## src/vlit_pkg.sv

```systemverilog
// constants and types for the vlan lookup and indirect table block
// assumes a single switch clock domain; imported by the top and the classifier
package vlit_pkg;
  // vlan table entry layout
  localparam int VLIT_ENTRIES = 16;
  localparam int VLIT_EW = 20;
  localparam int VLIT_VLD_BIT = 19;
  localparam int VLIT_MEMB_HI = 18;
  localparam int VLIT_MEMB_LO = 16;
  localparam int VLIT_FID_HI = 15;
  localparam int VLIT_FID_LO = 12;
  localparam int VLIT_VID_HI = 11;
  localparam int VLIT_VID_LO = 0;
  localparam int VLIT_VID_W = 12;
  localparam int VLIT_FID_W = 4;
  localparam int VLIT_PORTS_W = 3;
  localparam int VLIT_W5_BITS = 4;
  localparam logic [19:0] VLIT_ENTRY_RST = 20'hF0001;
  localparam logic [11:0] VLIT_NULL_VID = 12'h000;
  localparam logic [2:0] VLIT_ALL_PORTS = 3'h7;
  localparam logic [2:0] VLIT_PORT1_MASK = 3'h1;
  localparam logic [3:0] VLIT_FID_NONE = 4'h0;
  // control register fields
  localparam int VLIT_IDX_HI = 9;
  localparam int VLIT_IDX_W = 10;
  localparam int VLIT_TSEL_HI = 11;
  localparam int VLIT_TSEL_LO = 10;
  localparam int VLIT_RD_BIT = 12;
  localparam logic [1:0] VLIT_TSEL_VLAN = 2'h1;
  localparam logic [1:0] VLIT_TSEL_DYN = 2'h2;
  localparam logic [15:0] VLIT_CMD_DYN0 = 16'h1800;
  localparam logic [15:0] VLIT_CMD_VLAN_RD2 = 16'h1402;
  // global switch control 2
  localparam int VLIT_VLAN_EN_BIT = 15;
  localparam logic [15:0] VLIT_REG_RST = 16'h0000;
  // dynamic table word layout
  localparam int VLIT_DYN_W = 72;
  localparam logic [7:0] VLIT_W1_BUSY = 8'h80;
  localparam logic [7:0] VLIT_W1_RST = 8'h00;
  // register selects on the register port
  localparam logic [2:0] VLIT_SEL_CTRL = 3'h0;
  localparam logic [2:0] VLIT_SEL_W1 = 3'h1;
  localparam logic [2:0] VLIT_SEL_W2 = 3'h2;
  localparam logic [2:0] VLIT_SEL_W3 = 3'h3;
  localparam logic [2:0] VLIT_SEL_W4 = 3'h4;
  localparam logic [2:0] VLIT_SEL_W5 = 3'h5;
  localparam logic [2:0] VLIT_SEL_SWITCH_GLOBAL_CONTROL_2 = 3'h6;
  typedef enum logic [1:0] {VLIT_IDLE, VLIT_LOOKUP, VLIT_WAIT} vlit_state_e;
endpackage

```

## src/vlit_lookup_if.sv

```systemverilog
// vlan table search port between the table owner and the classifier
// assumes the search is answered combinationally in the same cycle
`timescale 1ns/1ps
interface vlit_lookup_if;
  logic [11:0] key;
  logic hit;
  logic [2:0] members;
  logic [3:0] filter_index;
  logic vlan_en;
  modport table_side (input key, output hit, output members, output filter_index,
                      output vlan_en);
  modport cls_side (output key, input hit, input members, input filter_index,
                    input vlan_en);
endinterface

```

## src/vlit_top.sv

```systemverilog
// vlan table, indirect access registers and packet classification top
// assumes all inputs come from logic on CLK_IN; dynamic table lives outside
`timescale 1ns/1ps
// Overview of operation
// - control write 0x1800 fetches dynamic entry 0 with valid-entry count
// - dynamic bits 63:48 word3, 47:32 word2, 31:16 word5, 15:0 word4
// - vlan table consulted only while control 2 bit 15 is set
// - entry bit 19 is valid, default one; only valid entries match
// - entry bits 18:16 are port membership, default 111, bit 18 port 3
// - entry bits 15:12 filter index keys address lookups in vlan mode
// - entry bits 11:0 hold the vlan identifier, default 0x001
// - untagged or null-tagged packets take their port default identifier
// - packets tagged with a non-null identifier keep the tag identifier in vlan mode
// - vlan lookup first; invalid identifier drops packet without learning
// - destination hit gives ports; miss floods members minus ingress
// - source lookup miss learns filter index and source address
// - control write 0x1402 reads entry 2 into words 5 and 4, or commits them to entry 2 after a fresh load of word 4 or 5
// - static destination result takes precedence over dynamic result
module vlit_top import vlit_pkg::*; #(
  parameter int ENTRIES = VLIT_ENTRIES
) (
  // clock, reset, enable
  input wire logic CLK_IN,
  input wire logic RST_B_IN,
  input wire logic CE_IN,
  // register port
  input wire logic [2:0] REG_ADDR_IN,
  input wire logic [15:0] REG_WDATA_IN,
  input wire logic REG_WR_IN,
  input wire logic REG_RD_IN,
  output logic [15:0] REG_RDATA_OUT,
  output logic REG_RVALID_OUT,
  // per-port default identifiers, port 1 in the low bits
  input wire logic [35:0] PORT_DFLT_VID_IN,
  // packet descriptor
  input wire logic PKT_VALID_IN,
  input wire logic [1:0] PKT_PORT_IN,
  input wire logic PKT_TAGGED_IN,
  input wire logic [11:0] PKT_TAG_VID_IN,
  output logic PKT_READY_OUT,
  // address engine
  output logic ADDR_REQ_OUT,
  output logic [3:0] ADDR_FID_OUT,
  input wire logic ADDR_RESP_IN,
  input wire logic DA_STATIC_HIT_IN,
  input wire logic [2:0] DA_STATIC_PORTS_IN,
  input wire logic DA_DYN_HIT_IN,
  input wire logic [2:0] DA_DYN_PORTS_IN,
  input wire logic SA_HIT_IN,
  // decision
  output logic FWD_VALID_OUT,
  output logic [2:0] FWD_PORTS_OUT,
  output logic [11:0] FWD_VID_OUT,
  output logic DROP_OUT,
  output logic LEARN_OUT,
  output logic [3:0] LEARN_FID_OUT,
  // dynamic table read port
  output logic DYN_RD_REQ_OUT,
  output logic [9:0] DYN_RD_IDX_OUT,
  input wire logic DYN_RD_VALID_IN,
  input wire logic [71:0] DYN_RD_DATA_IN
);
  localparam int IW = $clog2(ENTRIES);

  if (ENTRIES < 3 || ENTRIES > 512) begin : g_bad_entries
    $error("ENTRIES must lie between 3 and 512");
  end

  logic [VLIT_EW-1:0] table_reg [ENTRIES];
  logic [15:0] ctrl_reg, switch_global_control_2_reg;
  logic [7:0] w1_reg;
  logic [15:0] w2_reg, w3_reg, w4_reg, w5_reg;
  logic wr_pend_reg, dyn_pend_reg;
  logic trig, rd_sel, idx_ok, vlan_rd, vlan_wr, dyn_trig, dyn_fill;
  logic [1:0] tsel;
  logic [9:0] idx;
  logic [VLIT_EW-1:0] sel_entry;
  logic [ENTRIES-1:0] match;
  vlit_lookup_if lk ();

  // a control write is the trigger; decode its fields
  assign trig = CE_IN && REG_WR_IN && REG_ADDR_IN == VLIT_SEL_CTRL;
  assign tsel = REG_WDATA_IN[VLIT_TSEL_HI:VLIT_TSEL_LO];
  assign rd_sel = REG_WDATA_IN[VLIT_RD_BIT];
  assign idx = REG_WDATA_IN[VLIT_IDX_HI:0];
  assign idx_ok = idx < VLIT_IDX_W'(ENTRIES);
  assign sel_entry = table_reg[idx[IW-1:0]];
  // a read trigger that follows fresh loads of word 4 or 5 commits them instead
  assign vlan_wr = trig && tsel == VLIT_TSEL_VLAN && idx_ok
                   && (!rd_sel || wr_pend_reg);
  assign vlan_rd = trig && tsel == VLIT_TSEL_VLAN && idx_ok
                   && rd_sel && !wr_pend_reg;
  assign dyn_trig = trig && tsel == VLIT_TSEL_DYN && rd_sel;
  assign dyn_fill = CE_IN && dyn_pend_reg && DYN_RD_VALID_IN && !trig;

  always_ff @(posedge CLK_IN or negedge RST_B_IN) begin
    if (!RST_B_IN) begin
      for (int i = 0; i < ENTRIES; i++) begin
        table_reg[i] <= VLIT_ENTRY_RST;
      end
    end else if (vlan_wr) begin
      table_reg[idx[IW-1:0]] <= {w5_reg[VLIT_W5_BITS-1:0], w4_reg};
    end
  end

  always_ff @(posedge CLK_IN or negedge RST_B_IN) begin
    if (!RST_B_IN) begin
      ctrl_reg <= VLIT_REG_RST;
      switch_global_control_2_reg <= VLIT_REG_RST;
    end else if (CE_IN && REG_WR_IN) begin
      if (REG_ADDR_IN == VLIT_SEL_CTRL) ctrl_reg <= REG_WDATA_IN;
      if (REG_ADDR_IN == VLIT_SEL_SWITCH_GLOBAL_CONTROL_2) switch_global_control_2_reg <= REG_WDATA_IN;
    end
  end

  // data words change only on a trigger, a dynamic fill or a host write
  always_ff @(posedge CLK_IN or negedge RST_B_IN) begin
    if (!RST_B_IN) begin
      w1_reg <= VLIT_W1_RST;
      w2_reg <= VLIT_REG_RST;
      w3_reg <= VLIT_REG_RST;
      w4_reg <= VLIT_REG_RST;
      w5_reg <= VLIT_REG_RST;
    end else if (trig) begin
      if (vlan_rd) begin
        w5_reg <= {{(16-VLIT_W5_BITS){1'b0}},
                   sel_entry[VLIT_EW-1:16]};
        w4_reg <= sel_entry[15:0];
      end
      if (dyn_trig) w1_reg <= VLIT_W1_BUSY;
    end else if (dyn_fill) begin
      w1_reg <= DYN_RD_DATA_IN[71:64];
      w3_reg <= DYN_RD_DATA_IN[63:48];
      w2_reg <= DYN_RD_DATA_IN[47:32];
      w5_reg <= DYN_RD_DATA_IN[31:16];
      w4_reg <= DYN_RD_DATA_IN[15:0];
    end else if (CE_IN && REG_WR_IN) begin
      unique case (REG_ADDR_IN)
        VLIT_SEL_W1: w1_reg <= REG_WDATA_IN[7:0];
        VLIT_SEL_W2: w2_reg <= REG_WDATA_IN;
        VLIT_SEL_W3: w3_reg <= REG_WDATA_IN;
        VLIT_SEL_W4: w4_reg <= REG_WDATA_IN;
        VLIT_SEL_W5: w5_reg <= REG_WDATA_IN;
        default: ;
      endcase
    end
  end

  // fresh loads of words 4 or 5 mark a pending vlan entry write
  always_ff @(posedge CLK_IN or negedge RST_B_IN) begin
    if (!RST_B_IN) begin
      wr_pend_reg <= 1'b0;
    end else if (trig) begin
      wr_pend_reg <= 1'b0;
    end else if (CE_IN && REG_WR_IN
                 && (REG_ADDR_IN == VLIT_SEL_W4
                     || REG_ADDR_IN == VLIT_SEL_W5)) begin
      wr_pend_reg <= 1'b1;
    end
  end

  always_ff @(posedge CLK_IN or negedge RST_B_IN) begin
    if (!RST_B_IN) begin
      dyn_pend_reg <= 1'b0;
      DYN_RD_REQ_OUT <= 1'b0;
      DYN_RD_IDX_OUT <= 10'h000;
    end else if (CE_IN) begin
      DYN_RD_REQ_OUT <= dyn_trig;
      if (dyn_trig) begin
        dyn_pend_reg <= 1'b1;
        DYN_RD_IDX_OUT <= idx;
      end else if (DYN_RD_VALID_IN) begin
        dyn_pend_reg <= 1'b0;
      end
    end
  end

  always_ff @(posedge CLK_IN or negedge RST_B_IN) begin
    if (!RST_B_IN) begin
      REG_RDATA_OUT <= VLIT_REG_RST;
      REG_RVALID_OUT <= 1'b0;
    end else if (CE_IN) begin
      REG_RVALID_OUT <= REG_RD_IN;
      if (REG_RD_IN) begin
        unique case (REG_ADDR_IN)
          VLIT_SEL_CTRL: REG_RDATA_OUT <= ctrl_reg;
          VLIT_SEL_W1: REG_RDATA_OUT <= {8'h00, w1_reg};
          VLIT_SEL_W2: REG_RDATA_OUT <= w2_reg;
          VLIT_SEL_W3: REG_RDATA_OUT <= w3_reg;
          VLIT_SEL_W4: REG_RDATA_OUT <= w4_reg;
          VLIT_SEL_W5: REG_RDATA_OUT <= w5_reg;
          VLIT_SEL_SWITCH_GLOBAL_CONTROL_2: REG_RDATA_OUT <= switch_global_control_2_reg;
          default: REG_RDATA_OUT <= VLIT_REG_RST;
        endcase
      end
    end
  end

  // search every entry for the identifier; only valid entries may match
  for (genvar g = 0; g < ENTRIES; g++) begin : g_match
    assign match[g] = table_reg[g][VLIT_VLD_BIT]
                      && table_reg[g][VLIT_VID_HI:VLIT_VID_LO] == lk.key;
  end

  always_comb begin
    lk.hit = 1'b0;
    lk.members = VLIT_ALL_PORTS;
    lk.filter_index = VLIT_FID_NONE;
    for (int i = ENTRIES - 1; i >= 0; i--) begin
      if (match[i]) begin
        lk.hit = 1'b1;
        lk.members = table_reg[i][VLIT_MEMB_HI:VLIT_MEMB_LO];
        lk.filter_index = table_reg[i][VLIT_FID_HI:VLIT_FID_LO];
      end
    end
  end
  assign lk.vlan_en = switch_global_control_2_reg[VLIT_VLAN_EN_BIT];

  vlit_classifier u_cls (
    .clk_in(CLK_IN),
    .rst_b_in(RST_B_IN),
    .ce_in(CE_IN),
    .lk(lk),
    .pkt_valid_in(PKT_VALID_IN),
    .pkt_port_in(PKT_PORT_IN),
    .pkt_tagged_in(PKT_TAGGED_IN),
    .pkt_tag_vid_in(PKT_TAG_VID_IN),
    .dflt_vid_in(PORT_DFLT_VID_IN),
    .pkt_ready_out(PKT_READY_OUT),
    .addr_req_out(ADDR_REQ_OUT),
    .addr_fid_out(ADDR_FID_OUT),
    .addr_resp_in(ADDR_RESP_IN),
    .da_static_hit_in(DA_STATIC_HIT_IN),
    .da_static_ports_in(DA_STATIC_PORTS_IN),
    .da_dyn_hit_in(DA_DYN_HIT_IN),
    .da_dyn_ports_in(DA_DYN_PORTS_IN),
    .sa_hit_in(SA_HIT_IN),
    .fwd_valid_out(FWD_VALID_OUT),
    .fwd_ports_out(FWD_PORTS_OUT),
    .fwd_vid_out(FWD_VID_OUT),
    .drop_out(DROP_OUT),
    .learn_out(LEARN_OUT),
    .learn_fid_out(LEARN_FID_OUT)
  );

  a_dyn_trigger: assert property (
    @(posedge CLK_IN) disable iff (!RST_B_IN)
    (trig && REG_WDATA_IN == VLIT_CMD_DYN0)
    |=> DYN_RD_REQ_OUT && DYN_RD_IDX_OUT == 10'h000 && w1_reg[7])
    else $error("dynamic entry 0 not fetched");
  a_vlan_read: assert property (
    @(posedge CLK_IN) disable iff (!RST_B_IN)
    (trig && REG_WDATA_IN == VLIT_CMD_VLAN_RD2 && !wr_pend_reg)
    |=> {w5_reg[VLIT_W5_BITS-1:0], w4_reg} == table_reg[2]
        && w5_reg[15:VLIT_W5_BITS] == '0)
    else $error("vlan entry 2 not presented");
  a_dyn_words: assert property (
    @(posedge CLK_IN) disable iff (!RST_B_IN)
    dyn_fill |=> w3_reg == $past(DYN_RD_DATA_IN[63:48])
                 && w2_reg == $past(DYN_RD_DATA_IN[47:32])
                 && w5_reg == $past(DYN_RD_DATA_IN[31:16])
                 && w4_reg == $past(DYN_RD_DATA_IN[15:0]))
    else $error("dynamic words misplaced");
  a_data_hold: assert property (
    @(posedge CLK_IN) disable iff (!RST_B_IN)
    (!trig && !dyn_fill && !(CE_IN && REG_WR_IN))
    |=> $stable(w1_reg) && $stable(w2_reg) && $stable(w3_reg)
        && $stable(w4_reg) && $stable(w5_reg))
    else $error("data words changed without cause");
  a_entry_commit: assert property (
    @(posedge CLK_IN) disable iff (!RST_B_IN)
    vlan_wr |=> table_reg[$past(idx[IW-1:0])] == $past({w5_reg[3:0], w4_reg}))
    else $error("vlan entry not committed");
endmodule

```

## src/vlit_classifier.sv

```systemverilog
// per-packet vlan assignment, drop, forwarding and learning decision
// assumes address results arrive from an external engine on the same clock
`timescale 1ns/1ps
module vlit_classifier import vlit_pkg::*; (
  // clock and control
  input wire logic clk_in,
  input wire logic rst_b_in,
  input wire logic ce_in,
  vlit_lookup_if.cls_side lk,
  // packet descriptor
  input wire logic pkt_valid_in,
  input wire logic [1:0] pkt_port_in,
  input wire logic pkt_tagged_in,
  input wire logic [11:0] pkt_tag_vid_in,
  input wire logic [35:0] dflt_vid_in,
  output logic pkt_ready_out,
  // address engine
  output logic addr_req_out,
  output logic [3:0] addr_fid_out,
  input wire logic addr_resp_in,
  input wire logic da_static_hit_in,
  input wire logic [2:0] da_static_ports_in,
  input wire logic da_dyn_hit_in,
  input wire logic [2:0] da_dyn_ports_in,
  input wire logic sa_hit_in,
  // decision
  output logic fwd_valid_out,
  output logic [2:0] fwd_ports_out,
  output logic [11:0] fwd_vid_out,
  output logic drop_out,
  output logic learn_out,
  output logic [3:0] learn_fid_out
);
  vlit_state_e state_reg, state_next;
  logic [11:0] vid_reg, sel_vid, port_dflt;
  logic [1:0] port_reg;
  logic [2:0] memb_reg, ing_mask;
  logic take, bad_vlan;

  assign take = ce_in && pkt_ready_out && pkt_valid_in;
  assign bad_vlan = lk.vlan_en && !lk.hit;
  assign ing_mask = VLIT_PORT1_MASK << port_reg;
  assign lk.key = vid_reg;

  always_comb begin
    unique case (pkt_port_in)
      2'h0: port_dflt = dflt_vid_in[VLIT_VID_W-1:0];
      2'h1: port_dflt = dflt_vid_in[2*VLIT_VID_W-1:VLIT_VID_W];
      default: port_dflt = dflt_vid_in[3*VLIT_VID_W-1:2*VLIT_VID_W];
    endcase
    // tag wins only when it carries a non-null identifier
    if (lk.vlan_en && pkt_tagged_in && pkt_tag_vid_in != VLIT_NULL_VID) begin
      sel_vid = pkt_tag_vid_in;
    end else begin
      sel_vid = port_dflt;
    end
  end

  always_comb begin
    state_next = state_reg;
    unique case (state_reg)
      VLIT_IDLE: if (take) state_next = VLIT_LOOKUP;
      VLIT_LOOKUP: state_next = bad_vlan ? VLIT_IDLE : VLIT_WAIT;
      VLIT_WAIT: if (addr_resp_in) state_next = VLIT_IDLE;
    endcase
  end

  always_ff @(posedge clk_in or negedge rst_b_in) begin
    if (!rst_b_in) begin
      state_reg <= VLIT_IDLE;
      pkt_ready_out <= 1'b1;
    end else if (ce_in) begin
      state_reg <= state_next;
      pkt_ready_out <= (state_next == VLIT_IDLE);
    end
  end

  always_ff @(posedge clk_in or negedge rst_b_in) begin
    if (!rst_b_in) begin
      vid_reg <= VLIT_NULL_VID;
      port_reg <= 2'h0;
    end else if (take) begin
      vid_reg <= sel_vid;
      port_reg <= pkt_port_in;
    end
  end

  // vlan table result gates the address lookups
  always_ff @(posedge clk_in or negedge rst_b_in) begin
    if (!rst_b_in) begin
      drop_out <= 1'b0;
      addr_req_out <= 1'b0;
      addr_fid_out <= VLIT_FID_NONE;
      memb_reg <= VLIT_ALL_PORTS;
    end else if (ce_in) begin
      drop_out <= (state_reg == VLIT_LOOKUP) && bad_vlan;
      addr_req_out <= (state_reg == VLIT_LOOKUP) && !bad_vlan;
      if (state_reg == VLIT_LOOKUP) begin
        addr_fid_out <= lk.vlan_en ? lk.filter_index : VLIT_FID_NONE;
        memb_reg <= lk.vlan_en ? lk.members : VLIT_ALL_PORTS;
      end
    end
  end

  always_ff @(posedge clk_in or negedge rst_b_in) begin
    if (!rst_b_in) begin
      fwd_valid_out <= 1'b0;
      fwd_ports_out <= 3'h0;
      fwd_vid_out <= VLIT_NULL_VID;
      learn_out <= 1'b0;
      learn_fid_out <= VLIT_FID_NONE;
    end else if (ce_in) begin
      fwd_valid_out <= 1'b0;
      learn_out <= 1'b0;
      if (state_reg == VLIT_WAIT && addr_resp_in) begin
        fwd_valid_out <= 1'b1;
        fwd_vid_out <= vid_reg;
        if (da_static_hit_in) begin
          fwd_ports_out <= da_static_ports_in;
        end else if (da_dyn_hit_in) begin
          fwd_ports_out <= da_dyn_ports_in;
        end else begin
          fwd_ports_out <= memb_reg & ~ing_mask;
        end
        learn_out <= !sa_hit_in;
        learn_fid_out <= addr_fid_out;
      end
    end
  end

  a_drop_invalid: assert property (
    @(posedge clk_in) disable iff (!rst_b_in)
    (ce_in && state_reg == VLIT_LOOKUP && lk.vlan_en && !lk.hit)
    |=> drop_out && !addr_req_out && !learn_out)
    else $error("bad vlan not dropped");
  a_mode_off_nofid: assert property (
    @(posedge clk_in) disable iff (!rst_b_in)
    (ce_in && state_reg == VLIT_LOOKUP && !lk.vlan_en)
    |=> addr_req_out && addr_fid_out == VLIT_FID_NONE)
    else $error("table used with vlan mode off");
  a_fid_key: assert property (
    @(posedge clk_in) disable iff (!rst_b_in)
    (ce_in && state_reg == VLIT_LOOKUP && lk.vlan_en && lk.hit)
    |=> addr_req_out && addr_fid_out == $past(lk.filter_index))
    else $error("address lookup not keyed on filter index");
  a_static_first: assert property (
    @(posedge clk_in) disable iff (!rst_b_in)
    (ce_in && state_reg == VLIT_WAIT && addr_resp_in && da_static_hit_in)
    |=> fwd_valid_out && fwd_ports_out == $past(da_static_ports_in))
    else $error("static result not preferred");
  a_flood_members: assert property (
    @(posedge clk_in) disable iff (!rst_b_in)
    (ce_in && state_reg == VLIT_WAIT && addr_resp_in && !da_static_hit_in
     && !da_dyn_hit_in)
    |=> fwd_ports_out == $past(memb_reg & ~ing_mask))
    else $error("miss not flooded to members");
  a_learn_miss: assert property (
    @(posedge clk_in) disable iff (!rst_b_in)
    (ce_in && state_reg == VLIT_WAIT && addr_resp_in)
    |=> learn_out == !$past(sa_hit_in)
        && learn_fid_out == $past(addr_fid_out))
    else $error("learning does not follow source miss");
  a_vid_tagged: assert property (
    @(posedge clk_in) disable iff (!rst_b_in)
    (take && lk.vlan_en && pkt_tagged_in && pkt_tag_vid_in != VLIT_NULL_VID)
    |=> vid_reg == $past(pkt_tag_vid_in))
    else $error("tag identifier not used");
  a_vid_default: assert property (
    @(posedge clk_in) disable iff (!rst_b_in)
    (take && lk.vlan_en && (!pkt_tagged_in || pkt_tag_vid_in == VLIT_NULL_VID))
    |=> vid_reg == $past(port_dflt))
    else $error("port default identifier not used");
endmodule

```

## config.mk

```make
export PLATFORM = sky130hd
export DESIGN_NAME = vlit_top
export DESIGN_NICKNAME = d
export VERILOG_FILES = /design/src/vlit_pkg.sv /design/src/vlit_lookup_if.sv /design/src/vlit_top.sv /design/src/vlit_classifier.sv
export SDC_FILE = /design/constraint.sdc
export NUM_CORES = 1
export LEC_CHECK = 0
export ABC_AREA = 0
export BUFFER_PORTS_ARGS = -buffer_cell sky130_fd_sc_hd__buf_2
export CORE_MARGIN = 3
export CORE_UTILIZATION = 25
export DETAILED_ROUTE_END_ITERATION = 8
export PLACE_DENSITY = 0.42
export SLEW_MARGIN = 40
export SYNTH_ARGS = -nofsm -noshare
export SYNTH_HDL_FRONTEND = slang
export SYNTH_HIERARCHICAL = 1
export SYNTH_SLANG_ARGS = --single-unit
export TNS_END_PERCENT = 5
```

## constraint.sdc

```tcl
create_clock -name CLK_IN -period 3 [get_ports CLK_IN]
set_input_delay 0.6 -clock CLK_IN [delete_from_list [all_inputs] [get_ports CLK_IN]]
set_output_delay 0.6 -clock CLK_IN [all_outputs]
set_load 0.05 [all_outputs]
```

==> summary.txt <==
Placed design
  • DP HPWL: 76.3 mm
  • Placed cell areas: 31600 um^2
  • GPL Wtd Cong: 0.878
  • I/O Buffers: 214
  • Pre-CTS setup slack: -0.274 ns

Hold path
  • Worst min path class: input pin to flip-flop

Global routing
  • Gr usage total: 17.8%
  • Global route overflow: 0
  • Vias in the first global route: 21.2k
  • Initial antenna violation count: 11
  • Largest net degree at the start of global routing: 106
  • Global-route wire length before repair: 149 mm

Floorplanning
  • Die H: 338 um
  • Starting Density: 25.3%
  • DIE AREA: 114000 um^2
  • Die X: 338 um
  • CORE AREA: 109000 um^2
  • Num ports: 215
  • Site row count: 121

Synth
  • Synth Flop Type: dfrtp_1
  • Seq/Total Area, Yosys: 45.9%
  • EDFF count, synth: 0
  • Cells after Synth: 2317
  • Share of synthesized flip-flops with an asynchronous set or reset: 100%
  • Netlist cell types: 79
  • Ys Warns: 6
  • Post-synthesis average cell area: 11.9 um^2
  • Syn nets: 2478
  • Syn Std Cell Area: 27600 um^2
  • Synth Register Bits: 501

Pwr
  • Lkg Pwr: 15.1 nW
  • Worst VDD drop: 463 uV
  • Design Power: 22.2 mW
  • Pwr Density: 648 nW/um^2

Final layout
  • Nets@finish: 2799
  • Cell area after layout: 34300 um^2
  • Fraction of layout cells with a size suffix above 1: 41.8%
  • Area delta synth->final: 24.3%
  • Max reg flops: 320

STA
  • Final min period: 2.99 ns
  • Fmax: 0.335 GHz
  • Final worst-path cycle share: 99.6%
  • Endpoints failing setup: 0
  • Layout Skew: 0.0414 ns
  • Final setup margin: 0.0122 ns
  • Actual slew at the worst max-slew pin: 0.848 ns
  • Final slew viol count: 0
  • RSZ-0062 raised after global routing: yes
  • WHS: 0.148 ns
  • Slew headroom: 43.5%
  • Final hold violation count: 0

Status
  • Status: finished clean

Clock network
  • CTS max path bufs: 3
  • CTS root buffer: clkbuf_16
  • H-tree Lvls: 2
  • Clock latency at the later pin of the worst-skew pair: 0.64 ns
  • Clock sinks: 501
  • Clock-pin transition on the worst setup and hold timing paths: 0.06 ns
  • CTS tree: yes
  • CTS Buf Count: 58

Detailed routing
  • ANT nets after route: 0
  • DR vias/cell: 4.88
  • Post-Route WL: 103 mm
  • First-pass detailed-route iteration total: 5
  • Starting DRT DRC Count: 1366
  • Detailed-route via count: 20.3k
  • DR DRC count: 0
  • Detailed-route wire length per cell: 24.7 um

Worst setup path
  • Critical Path RT: 3.57 ns
  • Startpoint types: flip-flop
  • Crit end category: flip-flop
  • Crit-path max FO: 6
  • Data arrival, critical path: 3.56 ns
  • Setup Crit Path Kind: flip-flop to flip-flop

Job
  • Max Cap Viol: 0
[per-stage QoR]
| stage | std cells | setup TNS, ns | utilization (%) |
|---|---|---|---|
| floorplan | 2317 | 0 | - |
| global placement | 4036 | -14.99 | 29.0 |
| detailed placement | 4037 | -13.54 | 29.0 |
| CTS | 4145 | -0.0815 | 31.0 |
| global route | 4161 | -0.188 | 31.4 |
| finish | 4168 | 0 | 31.4 |
[cell usage in the layout (no fill, tap or decap), types with 21 or more instances in the layout]
cell type  instances
buf_4            178
nand4_1           44
mux2_1           117
inv_1             41
buf_2            212
clkbuf_16         60
mux4_2           103
buf_12            40
xnor2_1          161
and2_1            21
nand3_1           41
a21oi_1          125
nor2b_1           35
nor2_1            44
dfstp_2           84
nand2_1          223
o31ai_1           22
o21ai_0          106
dfrtp_1          402
mux2_2           281
[worst paths after layout]
| check | slack, ns | startpoint | end | cells after the start |
|---|---|---|---|---|
| worst min-delay path | 0.15 | SA_HIT_IN | u_cls/learn_out$_DFFE_PN0P_ | 2 |
| worst min register to register | 0.48 | ctrl_reg[6]$_DFFE_PN0P_ | ctrl_reg[6]$_DFFE_PN0P_ | 2 |
| min in group asynchronous | 0.47 | RST_B_IN | table_reg[10]$_DFFE_PN0P_ | 2 |
| worst max-delay path | 0.01 | u_cls/lk.key[10]$_DFFE_PN0P_ | u_cls/addr_fid_out[1]$_DFFE_PN0P_ | 14 |
| worst max register to register | 0.01 | u_cls/lk.key[10]$_DFFE_PN0P_ | u_cls/addr_fid_out[1]$_DFFE_PN0P_ | 14 |
| max in group asynchronous | 1.57 | RST_B_IN | u_cls/fwd_ports_out[0]$_DFFE_PN0P_ | 3 |
[per-layer routing]
metal	vias to the layer above	share of wire, %	GRT usage, %
met5	-	0.033	0
met4	6	1.9	3.97
met3	116	7.4	4.64
met2	635	44	27.3
met1	10500	46	25.0
li1	9041	-	-
[critical path: stages, from the launching register on]
cell and delay [ns]:
dfrtp_1 0.41, buf_12 0.16, buf_4 0.15, xnor2_1 0.16, nand2_1 0.15, nor4_4 0.39
buf_4 0.22, a311oi_1 0.05, o31ai_1 0.38, buf_4 0.19, a21oi_1 0.07, o2111ai_1 0.19
a41o_1 0.20, nand3_1 0.07, nand2_1 0.10
[layout make-up]
class | instances | area (um^2)
clock inverters | 24 | 387
multi-input cells | 1589 | 14100
diodes | 7 | 17.5
fillers | 11100 | 74900
inverters | 43 | 161
well taps | 1476 | 1850
clock buffers | 83 | 1680
flip-flops and latches | 501 | 12700
repair buffers | 445 | 3390
[power breakdown]
group	internal, mW	switching (mW)
clock network	4.72	3.03
registers	7.40	0.962
logic	2.51	3.57
[cell families after synthesis]
family	Yosys count	share of synthesized area, %
adder cells (fa/ha/maj)	2	0.0908
multiplexers	516	25.2
AO/OA/AOI/OAI	390	9.01
XOR/XNOR	192	6.48
flip-flops	501	45.9
buffers and inverters	227	4.28
AND/OR/NAND/NOR	489	9.04
[cells in the mapped netlist, types with 13 or more instances]
master	count	area share (%)
and2_1	21	0.48
mux2_1	117	4.8
inv_1	41	0.56
nor2b_1	37	0.84
dfstp_2	84	8.0
mux4_2	103	8.4
mux2i_1	14	0.51
a31oi_1	16	0.36
a21o_1	13	0.35
dfrtp_1	417	38
clkbuf_1	103	1.4
nand2_1	225	3.1
buf_2	36	0.65
xnor2_1	176	5.6
nand3_1	43	0.78
a21oi_1	130	2.4
o21ai_0	108	2.0
buf_6	25	1.0
mux2_2	281	11
o31ai_1	25	0.68
nand4_1	44	1.0
nor2_1	47	0.64
o211ai_2	18	0.82
[timing repair]
action                                  in CTS  in global routing
cloned                                       0                  2
pin swaps                                    3                 27
setup buffers                                0                 15
endpoints found under the setup margin      11                 11
endpoints found under the hold margin       27                  0
gates resized for setup                     15                 61
hold buffers                                 1                  0
(Power assumes the default switching activity.)
